**config.mk**
```make
export PLATFORM = sky130hd
export DESIGN_NAME = serial_bit_rate_generator
export DESIGN_NICKNAME = d
export VERILOG_FILES = /design/src/brg_pkg.sv /design/src/prescale_if.sv /design/src/brg_prescaler.sv /design/src/serial_bit_rate_generator.sv
export SDC_FILE = /design/constraint.sdc
export NUM_CORES = 1
export LEC_CHECK = 0
export BUFFER_PORTS_ARGS = -buffer_cell sky130_fd_sc_hd__buf_2
export CAP_MARGIN = 30
export CELL_PAD_IN_SITES_DETAIL_PLACEMENT = 0
export CELL_PAD_IN_SITES_GLOBAL_PLACEMENT = 1
export CORE_MARGIN = 2
export CORE_UTILIZATION = 41
export CTS_CLUSTER_SIZE = 10
export DETAILED_ROUTE_END_ITERATION = 16
export PLACE_DENSITY = 0.85
export SLEW_MARGIN = 20
export SYNTH_ARGS = -nofsm -noshare
export SYNTH_HDL_FRONTEND = slang
export SYNTH_SLANG_ARGS = --single-unit
```
**constraint.sdc**
```tcl
create_clock -name clk_i -period 5.55 [get_ports clk_i]
set_input_delay 1.11 -clock clk_i [delete_from_list [all_inputs] [get_ports clk_i]]
set_output_delay 1.11 -clock clk_i [all_outputs]
set_load 0.03 [all_outputs]
```
**src/brg_pkg.sv**
```systemverilog
`default_nettype none
package brg_pkg;
  // register byte offsets on the wishbone bus
  localparam logic [7:0] ADDR_CONTROL = 8'h00;
  localparam logic [7:0] ADDR_DIVISOR = 8'h04;
  localparam logic [7:0] ADDR_MODE    = 8'h08;
  localparam logic [7:0] ADDR_STATUS  = 8'h0c;

  localparam int         REG_W         = 8;
  localparam int         RATIO_W       = 13;
  localparam logic [7:0] CONTROL_RESET = 8'h00;
  localparam logic [7:0] DIVISOR_RESET = 8'hff;
  localparam logic [7:0] MODE_RESET    = 8'h00;

  // serial_timer_control fields
  localparam int MPE_BIT   = 2;
  localparam int TSEL_HI   = 1;
  localparam int TSEL_LO   = 0;
  // mode register fields
  localparam int PSEL_HI   = 1;
  localparam int PSEL_LO   = 0;
  localparam int DOUBLE_B  = 2;
  localparam int SYNC_B    = 3;
  localparam int MPFMT_B   = 4;
  localparam logic [7:0] MODE_MASK = 8'h1f;

  // base-clock cycles per prescaled cycle, before the divisor
  localparam logic [RATIO_W-1:0] ASYNC_BASE = 13'h0020;
  localparam logic [RATIO_W-1:0] SYNC_BASE  = 13'h0004;

  // cycles per prescaled tick: (64 or 8) * 2^(2n-1), doubled when dbl is set and n != 0
  function automatic logic [RATIO_W-1:0] pre_ratio(
    input logic [1:0] n,
    input logic       dbl,
    input logic       sync);
    logic [2:0] sh;
    sh = {n, 1'b0} + {2'b00, dbl && (n != 2'b00)};
    pre_ratio = (sync ? SYNC_BASE : ASYNC_BASE) << sh;
  endfunction : pre_ratio
endpackage : brg_pkg
`default_nettype wire

```
**src/prescale_if.sv**
```systemverilog
`timescale 1ns/1ns
`default_nettype none
interface prescale_if;
  import brg_pkg::*;
  logic               base_en;
  logic [RATIO_W-1:0] ratio;
  logic               pre_tick;
  modport ctrl (output base_en, output ratio, input pre_tick);
  modport div  (input base_en, input ratio, output pre_tick);
endinterface : prescale_if
`default_nettype wire

```
**src/brg_prescaler.sv**
```systemverilog
`timescale 1ns/1ns
`default_nettype none
module brg_prescaler (
  input  wire logic  clk_i,
  input  wire logic  rst_i,
  prescale_if.div    pif
);
  import brg_pkg::*;

  logic [RATIO_W-1:0] cnt_q;
  logic [RATIO_W-1:0] cnt_d;
  logic               tick_q;
  logic               tick_d;

  assign pif.pre_tick = tick_q;

  // a ratio cut below the current count ends the period at once
  always_comb begin
    cnt_d  = cnt_q;
    tick_d = 1'b0;
    if (pif.base_en) begin
      if (cnt_q >= pif.ratio - 13'h0001) begin
        cnt_d  = '0;
        tick_d = 1'b1;
      end else begin
        cnt_d = cnt_q + 13'h0001;
      end
    end
  end

  always_ff @(posedge clk_i) begin
    if (rst_i) begin
      cnt_q  <= '0;
      tick_q <= 1'b0;
    end else begin
      cnt_q  <= cnt_d;
      tick_q <= tick_d;
    end
  end

  ////////////////////////////////////////////////////////////////////////
  AST_PRE_PERIOD: assert property (
    @(posedge clk_i) disable iff (rst_i)
    tick_d && $stable(pif.ratio) && $past(cnt_q) < pif.ratio - 13'h0001
    |-> cnt_q == pif.ratio - 13'h0001)
    else $error("prescaler fired at wrong count");
endmodule : brg_prescaler
`default_nettype wire

```
**src/serial_bit_rate_generator.sv**
```systemverilog
// What this block does
// async bit period is 64 x 2^(2n-1) x (divisor+1) base clocks.
// sync bit period is 8 x 2^(2n-1) x (divisor+1) base clocks.
// the divisor is 8 bits and every value 0 to 255 is used as written.
// n of zero uses the system clock, any other n the peripheral clock.
// n picks /1, /4, /16 or /64, or /1, /8, /32 or /128 when doubled.
// software expects no continuous sync transfer at n zero, divisor zero.
// software should pick settings within one percent of the target rate.
// the serial/timer control register is read/write and resets to zero.
// with multiproc enable clear, framing is off whatever the format bit.
// with it set, framing is multiprocessor only if the format bit is set.
// control bits 1:0 go to the timers as clock select, not to the rate.
// divisor counts down per prescaled tick, reloads at zero, ticks once.
`timescale 1ns/1ns
`default_nettype none
module serial_bit_rate_generator #(
  parameter int PCLK_DIV = 1
) (
  input  wire logic        clk_i,
  input  wire logic        rst_i,
  input  wire logic        cyc_i,
  input  wire logic        stb_i,
  input  wire logic        we_i,
  input  wire logic [7:0]  adr_i,
  input  wire logic [3:0]  sel_i,
  input  wire logic [31:0] dat_i,
  output var  logic [31:0] dat_o,
  output var  logic        ack_o,
  output var  logic        bit_tick_o,
  output var  logic        sync_mode_o,
  output var  logic        multiproc_enable_o,
  output var  logic        multiproc_frame_o,
  output var  logic [1:0]  timer_clock_select_o
);
  import brg_pkg::*;

  ////////////////////////////////////////////////////////////////////////
  // register state
  logic [REG_W-1:0] control_q, control_d;
  logic [REG_W-1:0] divisor_q, divisor_d;
  logic [REG_W-1:0] mode_q, mode_d;
  logic [31:0]      rdata_q, rdata_d;
  logic             ack_q, ack_d;
  logic             wr;

  function automatic logic [REG_W-1:0] read_reg(
    input logic [7:0]       a,
    input logic [REG_W-1:0] ctl,
    input logic [REG_W-1:0] dv,
    input logic [REG_W-1:0] md,
    input logic [REG_W-1:0] st);
    if (a == ADDR_CONTROL) begin
      read_reg = ctl;
    end else if (a == ADDR_DIVISOR) begin
      read_reg = dv;
    end else if (a == ADDR_MODE) begin
      read_reg = md;
    end else if (a == ADDR_STATUS) begin
      read_reg = st;
    end else begin
      read_reg = '0;
    end
  endfunction : read_reg

  // rate state
  logic             pclk_q, pclk_d;
  logic [REG_W-1:0] cnt_q, cnt_d;
  logic             tick_q, tick_d;
  logic             mpe_q, mpe_d;
  logic             frame_q, frame_d;
  logic             sync_q, sync_d;
  logic [1:0]       tsel_q, tsel_d;
  logic [1:0]       n_sel;

  prescale_if pif ();

  brg_prescaler u_pre (
    .clk_i (clk_i),
    .rst_i (rst_i),
    .pif   (pif.div)
  );

  assign n_sel = mode_q[PSEL_HI:PSEL_LO];

  ////////////////////////////////////////////////////////////////////////
  // wishbone slave: one-wait ack, ack drops the cycle after
  always_comb begin
    ack_d     = cyc_i && stb_i && !ack_q;
    wr        = ack_d && we_i && sel_i[0];
    control_d = control_q;
    divisor_d = divisor_q;
    mode_d    = mode_q;
    if (wr && adr_i == ADDR_CONTROL) begin
      control_d = dat_i[REG_W-1:0];
    end else if (wr && adr_i == ADDR_DIVISOR) begin
      divisor_d = dat_i[REG_W-1:0];
    end else if (wr && adr_i == ADDR_MODE) begin
      mode_d = dat_i[REG_W-1:0] & MODE_MASK;
    end
    rdata_d = {24'h000000,
               read_reg(adr_i, control_q, divisor_q, mode_q, cnt_q)};
  end

  always_ff @(posedge clk_i) begin
    if (rst_i) begin
      control_q <= CONTROL_RESET;
      divisor_q <= DIVISOR_RESET;
      mode_q    <= MODE_RESET;
      rdata_q   <= '0;
      ack_q     <= 1'b0;
    end else begin
      control_q <= control_d;
      divisor_q <= divisor_d;
      mode_q    <= mode_d;
      rdata_q   <= rdata_d;
      ack_q     <= ack_d;
    end
  end

  assign dat_o = rdata_q;
  assign ack_o = ack_q;

  ////////////////////////////////////////////////////////////////////////
  // peripheral clock enable and bit-rate down-counter
  always_comb begin
    pclk_d = (PCLK_DIV == 1) ? 1'b1 : !pclk_q;
    pif.base_en = (n_sel == 2'b00) ? 1'b1 : pclk_q;
    pif.ratio   = pre_ratio(n_sel, mode_q[DOUBLE_B],
                            mode_q[SYNC_B]);  // see R1 see R2
    cnt_d  = cnt_q;
    tick_d = 1'b0;
    if (pif.pre_tick) begin
      if (cnt_q == '0) begin
        cnt_d  = divisor_q;  // see R12
        tick_d = 1'b1;
      end else begin
        cnt_d = cnt_q - 8'h01;
      end
    end
    // timer select is passed through only; the rate never reads it
    mpe_d   = control_d[MPE_BIT];
    frame_d = control_d[MPE_BIT] && mode_d[MPFMT_B];  // see R9
    sync_d  = mode_d[SYNC_B];
    tsel_d  = control_d[TSEL_HI:TSEL_LO];
  end

  always_ff @(posedge clk_i) begin
    if (rst_i) begin
      pclk_q  <= 1'b0;
      cnt_q   <= '0;
      tick_q  <= 1'b0;
      mpe_q   <= 1'b0;
      frame_q <= 1'b0;
      sync_q  <= 1'b0;
      tsel_q  <= 2'b00;
    end else begin
      pclk_q  <= pclk_d;
      cnt_q   <= cnt_d;
      tick_q  <= tick_d;
      mpe_q   <= mpe_d;
      frame_q <= frame_d;
      sync_q  <= sync_d;
      tsel_q  <= tsel_d;
    end
  end

  assign bit_tick_o           = tick_q;
  assign sync_mode_o          = sync_q;
  assign multiproc_enable_o   = mpe_q;
  assign multiproc_frame_o    = frame_q;
  assign timer_clock_select_o = tsel_q;

  ////////////////////////////////////////////////////////////////////////
  AST_ACK_PULSE: assert property (
    @(posedge clk_i) disable iff (rst_i)
    ack_o |=> !ack_o)
    else $error("ack held longer than one cycle");

  AST_ACK_ANSWER: assert property (
    @(posedge clk_i) disable iff (rst_i)
    cyc_i && stb_i && !ack_o |=> ack_o)
    else $error("request not acked next cycle");

  AST_CONTROL_RESET: assert property (
    @(posedge clk_i)
    rst_i |=> control_q == CONTROL_RESET && !multiproc_enable_o)
    else $error("control register not cleared by reset");

  AST_CONTROL_WRITE: assert property (
    @(posedge clk_i) disable iff (rst_i)
    cyc_i && stb_i && we_i && !ack_o && sel_i[0] && adr_i == ADDR_CONTROL
    |=> ##1 control_q == $past(dat_i[REG_W-1:0], 2))
    else $error("control write not stored");

  AST_MPE_OFF: assert property (
    @(posedge clk_i) disable iff (rst_i)
    !control_q[MPE_BIT] |-> !multiproc_frame_o)
    else $error("multiprocessor frame used while disabled");

  AST_MPE_ON: assert property (
    @(posedge clk_i) disable iff (rst_i)
    multiproc_frame_o == (multiproc_enable_o && mode_q[MPFMT_B]))
    else $error("multiprocessor frame select wrong");

  AST_TIMER_SEL: assert property (
    @(posedge clk_i) disable iff (rst_i)
    timer_clock_select_o == control_q[TSEL_HI:TSEL_LO])
    else $error("timer clock select not passed on");

  AST_RELOAD: assert property (
    @(posedge clk_i) disable iff (rst_i)
    pif.pre_tick && cnt_q == '0 |=> bit_tick_o && cnt_q == $past(divisor_q))
    else $error("divisor not reloaded with a tick");

  AST_TICK_CAUSE: assert property (  // see R1
    @(posedge clk_i) disable iff (rst_i)
    bit_tick_o |-> $past(pif.pre_tick) && $past(cnt_q) == '0)
    else $error("bit tick without counter expiry");

  AST_BASE_SYS: assert property (
    @(posedge clk_i) disable iff (rst_i)
    n_sel == 2'b00 |-> pif.base_en)
    else $error("index zero not on system clock");

  AST_RATIO: assert property (  // see R1 see R2
    @(posedge clk_i) disable iff (rst_i)
    mode_q[PSEL_HI:0] == 2'b01 && !mode_q[DOUBLE_B]
    |-> pif.ratio == (mode_q[SYNC_B] ? 13'h0010 : 13'h0080))
    else $error("prescale ratio wrong for index one");
endmodule : serial_bit_rate_generator
`default_nettype wire

```
==> metrics.yaml, run 1 <==
status: "complete, no violations"
grt_max_degree: 25
mostFrequentLayoutCell: "dfxtp_1"
hold_start: "control_q[6]$_SDFFE_PP0P_"
track_usage_pct: 15.6
worstPathArrival_ps: 3800
antenna_found_initial: 0
die_h_um: 90.5
maxCapViolCount: 0
ys_async_sr_fraction_pct: 0
viasPerCell: 5.03
clock.fmax_mhz: 280
whs_ps: 458
min_period_ps: 3570
vias: 2411
synth_top_cell_by_area: "dfxtp_1"
p_comb_share_pct: 9.1
syn-cell-area_um2: 3070
switching_share_pct: 26.9
ant_nets: 0
syn-instance-count: 354
relSlewSlack_pct: 36.2
intPower_mw: 0.503
initial_core_util_pct: 42.3
p_seq_share_pct: 58.2
rsz0062_at_grt: "false"
row_count: 31
ys_seq_area_share_pct: 35.9
cts_max_level: 2
ys.flop_type: "dfxtp_1"
critPathLaunchType: "flip-flop"
clk_pin_slew_ps: 100
synth-seq-cells: 55
drc: 0
syn_to_final_growth_pct: 7.14
grt_overflow: 0
tightest_slew_ps: 949
path_class: "flip-flop to flip-flop"
finalNetCount: 443
fillers: 740
multiInputGateArea_um2: 1760
holdBufCountCts: 0
crit_path_end_kind: "flip-flop"
place.gp.congestion: 0.807
power_switching_mw: 0.185
drv_slew: 0
wl_per_cell_um: 13.1
synth_area_per_cell_um2: 8.66
vdd_drop_max_v: 0.0000833
core_area_um2: 7250
fin_setup_tns_ps: 0
root_buffer: "clkbuf_8"
antenna_cells: 0
crit_path_max_fanout: 13
cts_buffer_depth: 2
ff_latch_area_um2: 1100
power_leakage_nw: 1.28
pwr_density_cell_nw_per_um2: 210
port_buffers: 36
layout-drive-gt1-share_pct: 17.1
postCtsSetupRepairBufs: 0
layout_worst_path_cycle_share_pct: 64.2
cts_made_buffers: 5
die_x_um: 90.5
dr.pass1.iters: 4
clkPwrFrac_pct: 32.7
grt_pass1_vias: 2130
yosys.area.top_type_share_pct: 35.9
fin_worst_skew_ps: 6.98
cts_tree: "done"
grt_pass1_wl_um: 10400
r2r-start: "mode_q[3]$_SDFFE_PP0P_"
io_pins: 88
cts.sinks: 55
dr.first_iter.drc_count: 88
ctsResizeCount: 0
cp-startpoint: "mode_q[3]$_SDFFE_PP0P_"
synth_edf_count: 0
worst_skew_pair.late_latency_ps: 310
yosys_warnings: 0
finalSetupViolations: 0
drt-total-wl_um: 6260
final_cell_mix: "dfxtp_1, nand2_1, buf_2"
hold_viol: 0
hold_path.class: "flip-flop to flip-flop"
worstPathRequired_ps: 5790
dieArea_um2: 8190
synth.distinct_cells: 49
dp_hpwl_um: 4610
ys_top_cells_by_area: "dfxtp_1, buf_4, ha_1"
## cell type report
class / instances / share of cell area, %
Clock buffer: 5 / 2.09
Clock inverter: 3 / 0.609
Inverter: 6 / 0.685
Multi-Input combinational cell: 274 / 53.6
Sequential cell: 55 / 33.5
Tap cell: 99 / 3.77
Timing Repair Buffer: 37 / 5.71
## critical path: stages (launching register included)
cell and delay, ps:
dfxtp_1 580, nand2b_1 170, or2_2 320, ha_1 300, nand2b_1 220, o22ai_1 190, a21oi_1 100, ha_1 330
a21oi_1 140, o21ai_0 90, o21ai_0 220, nand4_1 530, a21oi_1 290
## per-layer routing
layer | wire, um | vias up | part of all wire [%] | track usage (%)
met5 | 0 | - | 0 | 0
met4 | 107 | 0 | 1.7 | 5.90
met3 | 294 | 10 | 4.7 | 3.34
met2 | 2840 | 62 | 45 | 25.3
met1 | 3020 | 1110 | 48 | 20.3
li1 | - | 1229 | - | -
## power groups by stage
stage / registers, mW / clock network, mW / logic, mW
finish: 0.401 / 0.225 / 0.0624
global route: 0.402 / 0.251 / 0.0678
detailed placement: 0.410 / 0 / 0.0624
global placement: 0.410 / 0 / 0.0618
floorplan: 0.410 / 0 / 0.0597
CTS: 0.401 / 0.232 / 0.0625
## cell usage after synthesis (all sizes together), types with 3 or more instances
library cell	n
mux4	5
o21ai	9
o211ai	3
xnor2	5
ha	15
nand3	6
o22ai	3
inv	6
nand4	10
a31oi	5
nor4	3
nor3b	4
nor2	41
nand2	45
clkbuf	11
buf	31
xor2	8
nor2b	8
dfxtp	55
nand2b	7
mux2i	18
nor3	9
a21oi	24
## path summary, 6_finish.rpt
check                           endpoint  slack, ps  depth (start not counted)
max          u_pre.cnt_q[1]$_SDFFE_PP0N_       1980                         12
min reg2reg    control_q[6]$_SDFFE_PP0P_        460                          2
min            control_q[6]$_SDFFE_PP0P_        460                          2
max reg2reg  u_pre.cnt_q[1]$_SDFFE_PP0N_       1980                         12
## state kept, by name, indices dropped and copies added (netlist names)
register	cells
u_pre.cnt_q	13
multiproc_frame_o	1
pclk_q	1
ack_o	1
mode_q	5
divisor_q	8
cnt_q	8
bit_tick_o	1
dat_o	8
u_pre.pif.pre_tick	1
control_q	8
## stage by stage
step	area, um^2	cells	utilization (%)	total power, mW	worst slack, ps
floorplan	3150	377	-	0.470	2340
global placement	3200	471	44.1	0.472	1990
detailed placement	3200	471	44.1	0.473	1960
CTS	3290	479	45.3	0.696	1920
global route	3290	479	45.3	0.720	1620
finish	3290	479	45.3	0.689	1980
## cell families after synthesis
kind of cell	share of synthesized area [%]
simple gates	24.3
flops	35.9
compound gates	9.96
buf+inv	9.47
mux	10.3
fa+ha+maj	6.12
xor+xnor	3.71
other cells	0.245
Power figures use the tool's default switching activity.
==> inputs of run 2 (changes only) <==
--- a/config.mk
+++ b/config.mk
@@ -10,10 +10,10 @@
 export CELL_PAD_IN_SITES_DETAIL_PLACEMENT = 0
 export CELL_PAD_IN_SITES_GLOBAL_PLACEMENT = 1
 export CORE_MARGIN = 2
-export CORE_UTILIZATION = 41
+export CORE_UTILIZATION = 38
 export CTS_CLUSTER_SIZE = 10
 export DETAILED_ROUTE_END_ITERATION = 16
-export PLACE_DENSITY = 0.85
+export PLACE_DENSITY = 0.8
 export SLEW_MARGIN = 20
 export SYNTH_ARGS = -nofsm -noshare
 export SYNTH_HDL_FRONTEND = slang
==> constraint.sdc (replaced) <==
create_clock -name clk_i -period 3.7 [get_ports clk_i]
set_input_delay 0.74 -clock clk_i [delete_from_list [all_inputs] [get_ports clk_i]]
set_output_delay 0.74 -clock clk_i [all_outputs]
set_load 0.03 [all_outputs]
==> run 2 against run 1 <==
Combinational power rose by 52%. Clock power rose by 56%. Cell area rose by 1.3%. Die area rose by 7.5%. Maximum frequency rose by 23%. Cell count rose by 1.5%. Critical endpoint unchanged. Count of clock-buffer cells in the layout did not move. Sequential cell count did not move. Non-clock buffer count rose by 4. Critical path depth rose by 2. Largest power group unchanged. Total power rose by 52%. Setup slack got worse by 1200 ps.
==> metrics.yaml, run 2 (same netlist as run 1, synthesis figures left out) <==
syn_to_final_growth_pct: 8.49  # was 7.14%
preCtsSetupSlack_ps: 818  # was 1960 ps
layout-drive-gt1-share_pct: 18.0  # was 17.1%
antenna_cells: 0  # unchanged
crit_path_max_fanout: 13  # unchanged
dr.pass1.iters: 4  # unchanged
worstPathRequired_ps: 3950  # was 5790 ps
dp_hpwl_um: 4690  # was 4610 um
dr.first_iter.drc_count: 77  # was 88
port_buffers: 36  # unchanged
cts_max_level: 2  # unchanged
viasPerCell: 4.95  # was 5.03
placed_cells_incl_taps: 478  # was 471
cts_buffer_depth: 2  # unchanged
mostFrequentLayoutCell: "dfxtp_1"  # unchanged
p_seq_share_pct: 57.4  # was 58.2%
holdBufCountCts: 0  # unchanged
min_period_ps: 2890  # was 3570 ps
die_x_um: 93.8  # was 90.5 um
switching_share_pct: 27.2  # was 26.9%
vdd_drop_max_v: 0.000164  # was 0.0000833 V
intPower_mw: 0.763  # was 0.503 mW
clkPwrFrac_pct: 33.6  # was 32.7%
io_pins: 88  # unchanged
fin_setup_tns_ps: 0  # unchanged
cts_made_buffers: 5  # unchanged
wl_per_cell_um: 12.9  # was 13.1 um
fillers: 771  # was 740
status: "complete, no violations"  # unchanged
worst_skew_pair.late_latency_ps: 320  # was 310 ps
pwr_density_cell_nw_per_um2: 315  # was 210 nW/um^2
antenna_found_initial: 0  # unchanged
worstPathArrival_ps: 3140  # was 3800 ps
initial_core_util_pct: 39.5  # was 42.3%
power_switching_mw: 0.286  # was 0.185 mW
vias: 2406  # was 2411
path_class: "flip-flop to flip-flop"  # unchanged
row_count: 32  # was 31
final_cell_mix: "dfxtp_1, nand2_1, buf_2"  # unchanged
top_register: "u_pre.cnt_q"  # unchanged
hold_path.class: "flip-flop to flip-flop"  # unchanged
p_comb_share_pct: 9.0  # was 9.1%
ctsResizeCount: 0  # unchanged
dieArea_um2: 8810  # was 8190 um^2
finalNetCount: 447  # was 443
drc: 0  # unchanged
tightest_slew_ps: 872  # was 949 ps
cts.sinks: 55  # unchanged
rsz0062_at_grt: "false"  # unchanged
crit_path_end_kind: "flip-flop"  # unchanged
die_h_um: 93.8  # was 90.5 um
clock.fmax_mhz: 346  # was 280 MHz
fin_worst_skew_ps: 11.6  # was 6.98 ps
layout_worst_path_cycle_share_pct: 78.2  # was 64.2%
clk_pin_slew_ps: 110  # was 100 ps
grt_pass1_wl_um: 10400  # unchanged
maxCapViolCount: 0  # unchanged
hold_viol: 0  # unchanged
drt-total-wl_um: 6280  # was 6260 um
finalSetupViolations: 0  # unchanged
grt_pass1_vias: 2239  # was 2130
drv_slew: 0  # unchanged
cts_tree: "done"  # unchanged
core_area_um2: 7770  # was 7250 um^2
postCtsSetupRepairBufs: 0  # unchanged
root_buffer: "clkbuf_8"  # unchanged
relSlewSlack_pct: 41.4  # was 36.2%
grt_overflow: 0  # unchanged
layout_setup_ws_ps: 806  # was 1980 ps
power_leakage_nw: 1.31  # was 1.28 nW
track_usage_pct: 14.7  # was 15.6%
largest_reg_flops: 13  # unchanged
ant_nets: 0  # unchanged
grt_max_degree: 25  # unchanged
place.gp.congestion: 0.757  # was 0.807
critPathLaunchType: "flip-flop"  # unchanged
layoutNonFillerInstCount: 486  # was 479
==> run 2: cell types whose count changed in the layout (fill, tap and decap cells not counted), sizes merged <==
cell	previous run	this run
clkinvlp	2	1
buf	37	41
inv	6	7
==> run 2: critical path, stage by stage (launching register included) <==
cell	delay (ps)
dfxtp_1	320
nand2b_1	190
or2_2	320
ha_1	300
nor3_1	200
a21oi_1	60
o22ai_1	150
a21oi_1	80
ha_1	310
a21oi_1	130
o21ai_0	80
o21ai_0	220
nand4_1	120
buf_4	220
a21oi_1	120
==> run 2: through the flow <==
| step | total power, mW | hold WS (ps) | util [%] | area [um^2] |
|---|---|---|---|---|
| floorplan | 0.705 | 429 | - | 3150 |
| global placement | 0.709 | 438 | 41.6 | 3230 |
| detailed placement | 0.710 | 449 | 41.6 | 3230 |
| CTS | 1.06 | 465 | 42.8 | 3330 |
| global route | 1.10 | 480 | 42.8 | 3330 |
| finish | 1.05 | 462 | 42.8 | 3330 |
==> run 2: path summary, 6_finish.rpt <==
path | startpoint | slack, ps | cells after the start | end
worst max-delay path | mode_q[0]$_SDFFE_PP0P_ | 810 | 14 | u_pre.cnt_q[1]$_SDFFE_PP0N_
worst max register to register | mode_q[0]$_SDFFE_PP0P_ | 810 | 14 | u_pre.cnt_q[1]$_SDFFE_PP0N_
worst min register to register | control_q[4]$_SDFFE_PP0P_ | 460 | 2 | control_q[4]$_SDFFE_PP0P_
worst min-delay path | control_q[4]$_SDFFE_PP0P_ | 460 | 2 | control_q[4]$_SDFFE_PP0P_
==> run 2: layer usage <==
layer	track usage, %	vias to the layer above	wire, um
met3	3.29	9	372
met5	0	-	0
met1	20.1	1095	3090
li1	-	1236	-
met2	23.6	66	2730
met4	3.74	0	75
==> run 2: final cells by class <==
cell class              instances  area (um^2)  share of cell area (%)
multi-input cells             274         1760                    53.0
flip-flops and latches         55         1100                    33.1
repair buffers                 41          218                    6.54
well taps                     102          128                    3.84
clock buffers                   5         68.8                    2.07
clock inverters                 3         27.5                   0.827
inverters                       6         22.5                   0.677
==> run 2: power groups by stage <==
stage	Sequential, mW	Clock, mW	Combinational [mW]
2_1_floorplan	0.615	0	0.0896
3_3_place_gp	0.615	0	0.0941
3_5_place_dp	0.615	0	0.0947
4_1_cts	0.602	0.368	0.0949
5_1_grt	0.603	0.391	0.104
6_report	0.602	0.352	0.0947
==> inputs of run 3 (changes only) <==
==> constraint.sdc (replaced) <==
create_clock -name clk_i -period 2.7 [get_ports clk_i]
set_input_delay 0.54 -clock clk_i [delete_from_list [all_inputs] [get_ports clk_i]]
set_output_delay 0.54 -clock clk_i [all_outputs]
set_load 0.03 [all_outputs]
==> run 3 against run 2 <==
Clock power rose by 58%. Utilization rose by 2.2 points. Combinational power rose by 50%. Sequential power rose by 37%. Maximum frequency rose by 12%. Cell area rose by 5.1%. Sequential share of layout area fell by 1.5 points. Global-route usage rose by 0.092 points. Setup slack got worse by 690 ps. Hold slack got worse by 7.7 ps. Die area did not move. Clock skew rose by 0.89 ps. Largest cell class unchanged. Largest power group unchanged.
==> metrics.yaml, run 3 (same netlist as run 1, synthesis figures left out) <==
critPathLaunchType: "flip-flop"  # unchanged
cp_top_family: "simple AND/OR/NAND/NOR gates"  # was compound AO/OA/AOI/OAI gates
clk_pin_slew_ps: 110  # about the same
worstPathRequired_ps: 2950  # was 3950 ps
dieArea_um2: 8810  # unchanged
wl_per_cell_um: 13.1  # was 12.9 um
status: "complete, no violations"  # unchanged
largest_reg_flops: 13  # unchanged
fin_worst_skew_ps: 12.5  # was 11.6 ps
worstPathArrival_ps: 2840  # was 3140 ps
pwr_density_cell_nw_per_um2: 435  # was 315 nW/um^2
final_util_pct: 45.0  # was 42.8%
slowest_delay_ps: 330  # was 320 ps
root_buffer: "clkbuf_8"  # unchanged
finalNetCount: 452  # was 447
place.gp.congestion: 0.796  # was 0.757
rsz0062_at_grt: "true"  # was false
drc: 0  # unchanged
grt_pass1_wl_um: 10500  # was 10400 um
row_count: 32  # unchanged
vias: 2448  # was 2406
relSlewSlack_pct: 63.3  # was 41.4%
final_area_um2: 3500  # was 3330 um^2
top_register: "u_pre.cnt_q"  # unchanged
slowest_stage: "dfxtp_2"  # was dfxtp_1
placed_area_um2: 3280  # was 3230 um^2
path_class: "flip-flop to flip-flop"  # unchanged
power_leakage_nw: 1.36  # was 1.31 nW
die_h_um: 93.8  # unchanged
grt_pass1_vias: 2176  # was 2239
hold_viol: 0  # unchanged
clock.fmax_mhz: 386  # was 346 MHz
track_usage_pct: 14.8  # was 14.7%
cts_made_buffers: 5  # unchanged
whs_ps: 454  # was 462 ps
crit_path_max_fanout: 7  # was 13
dr.pass1.iters: 5  # was 4
antenna_found_initial: 0  # unchanged
grt_max_degree: 25  # unchanged
maxCapViolCount: 0  # unchanged
dr.first_iter.drc_count: 143  # was 77
mostFrequentLayoutCell: "dfxtp_1"  # unchanged
min_period_ps: 2590  # was 2890 ps
layout-drive-gt1-share_pct: 23.4  # was 18.0%
drv_slew: 0  # unchanged
hold_path.class: "input pin to flip-flop"  # was flip-flop to flip-flop
cts_buffer_depth: 2  # unchanged
viasPerCell: 4.99  # was 4.95
initial_core_util_pct: 39.5  # unchanged
finalSetupViolations: 0  # unchanged
drt-total-wl_um: 6440  # was 6280 um
ant_nets: 0  # unchanged
dp_hpwl_um: 4680  # was 4690 um
layout_worst_path_cycle_share_pct: 95.9  # was 78.2%
antenna_cells: 0  # unchanged
core_area_um2: 7770  # unchanged
port_buffers: 36  # unchanged
cts_max_level: 2  # unchanged
crit_path_end_kind: "flip-flop"  # unchanged
cts.sinks: 55  # unchanged
die_x_um: 93.8  # unchanged
syn_to_final_growth_pct: 14.0  # was 8.49%
cts_tree: "done"  # unchanged
vdd_drop_max_v: 0.000360  # was 0.000164 V
crit_chain: "nand2b_4 > or2_4 > ha_4 > nand2b_4 > o22ai_2 > a21oi_2 > ha_1 > a21oi_1 > o21ai_1 > o21ai_1 > nand4_1 > buf_6 > nor2_1"  # was nand2b_1 > or2_2 > ha_1 > nor3_1 > a21oi_1 > o22ai_1 > a21oi_1 > ha_1 > a21oi_1 > o21ai_0 > o21ai_0 > nand4_1 > buf_4 > a21oi_1
final_cell_mix: "dfxtp_1, nand2_1, buf_2"  # unchanged
tightest_slew_ps: 546  # was 872 ps
worst_skew_pair.late_latency_ps: 310  # was 320 ps
grt_overflow: 0  # unchanged
io_pins: 88  # unchanged
crit_buf_inv: 1  # unchanged
## run 3: changes by cell type in the layout (fill, tap and decap cells not counted), moves of 3 or more
cell / delta
a21oi_1: -4
a21oi_2: +4
buf_6: +3
o21ai_0: -3
o21ai_1: +3
## run 3: worst paths after layout
path | from | end | slack (ps) | cells after the start
hold reg to reg | control_q[5]$_SDFFE_PP0P_ | control_q[5]$_SDFFE_PP0P_ | 460 | 2
hold / removal | dat_i[6] | divisor_q[6]$_SDFFE_PP1P_ | 450 | 3
setup / recovery | mode_q[0]$_SDFFE_PP0P_ | u_pre.cnt_q[9]$_SDFFE_PP0N_ | 110 | 13
setup reg to reg | mode_q[0]$_SDFFE_PP0P_ | u_pre.cnt_q[9]$_SDFFE_PP0N_ | 110 | 13
## run 3: through the flow
step / power [mW] / std cells / TNS, ps / setup slack [ps]
floorplan: 0.969 / 377 / 0 / 29.3
global placement: 0.973 / 479 / 0 / 175
detailed placement: 0.975 / 479 / 0 / 144
CTS: 1.53 / 487 / 0 / 132
global route: 1.58 / 491 / -83.2 / -18.1
finish: 1.52 / 491 / 0 / 111
## run 3: worst reg2reg max path, delay by kind of cell, from the launching register on
kind	cells	cell delay, ps
and+or+nand+nor	5	870
AOI/OAI and AO/OA	5	640
adders and majority gates	2	510
buffers and inverters	1	210
DFF	1	330
## run 3: where the power goes
group / internal, mW / switching [mW]
registers: 0.816 / 0.00733
clock network: 0.280 / 0.276
logic: 0.0449 / 0.0976
total: 1.14 / 0.381
## run 3: area by class of cell
cell class,instances,area (um^2)
clock buffer,5,68.8
clock inverter,3,46.3
fill,766,4270
inverter,6,22.5
multi-input combinational,274,1860
sequential,55,1110
tap,102,128
timing repair buffer,46,267
## run 3: routing by layer
layer / wire length [um] / global-route usage (%) / vias to the layer above
met5: 0 / 0 / -
met4: 55 / 3.74 / 0
met3: 317 / 2.73 / 4
met2: 2900 / 24.3 / 60
met1: 3170 / 20.2 / 1135
li1: - / - / 1249
## run 3: what timing repair did
action / in CTS / in global routing
gates resized for setup: 0 / 21
hold buffers: 0 / 0
endpoints found under the setup margin: 0 / 13
buffers inserted: 0 / 3
endpoints found under the hold margin: 0 / 0
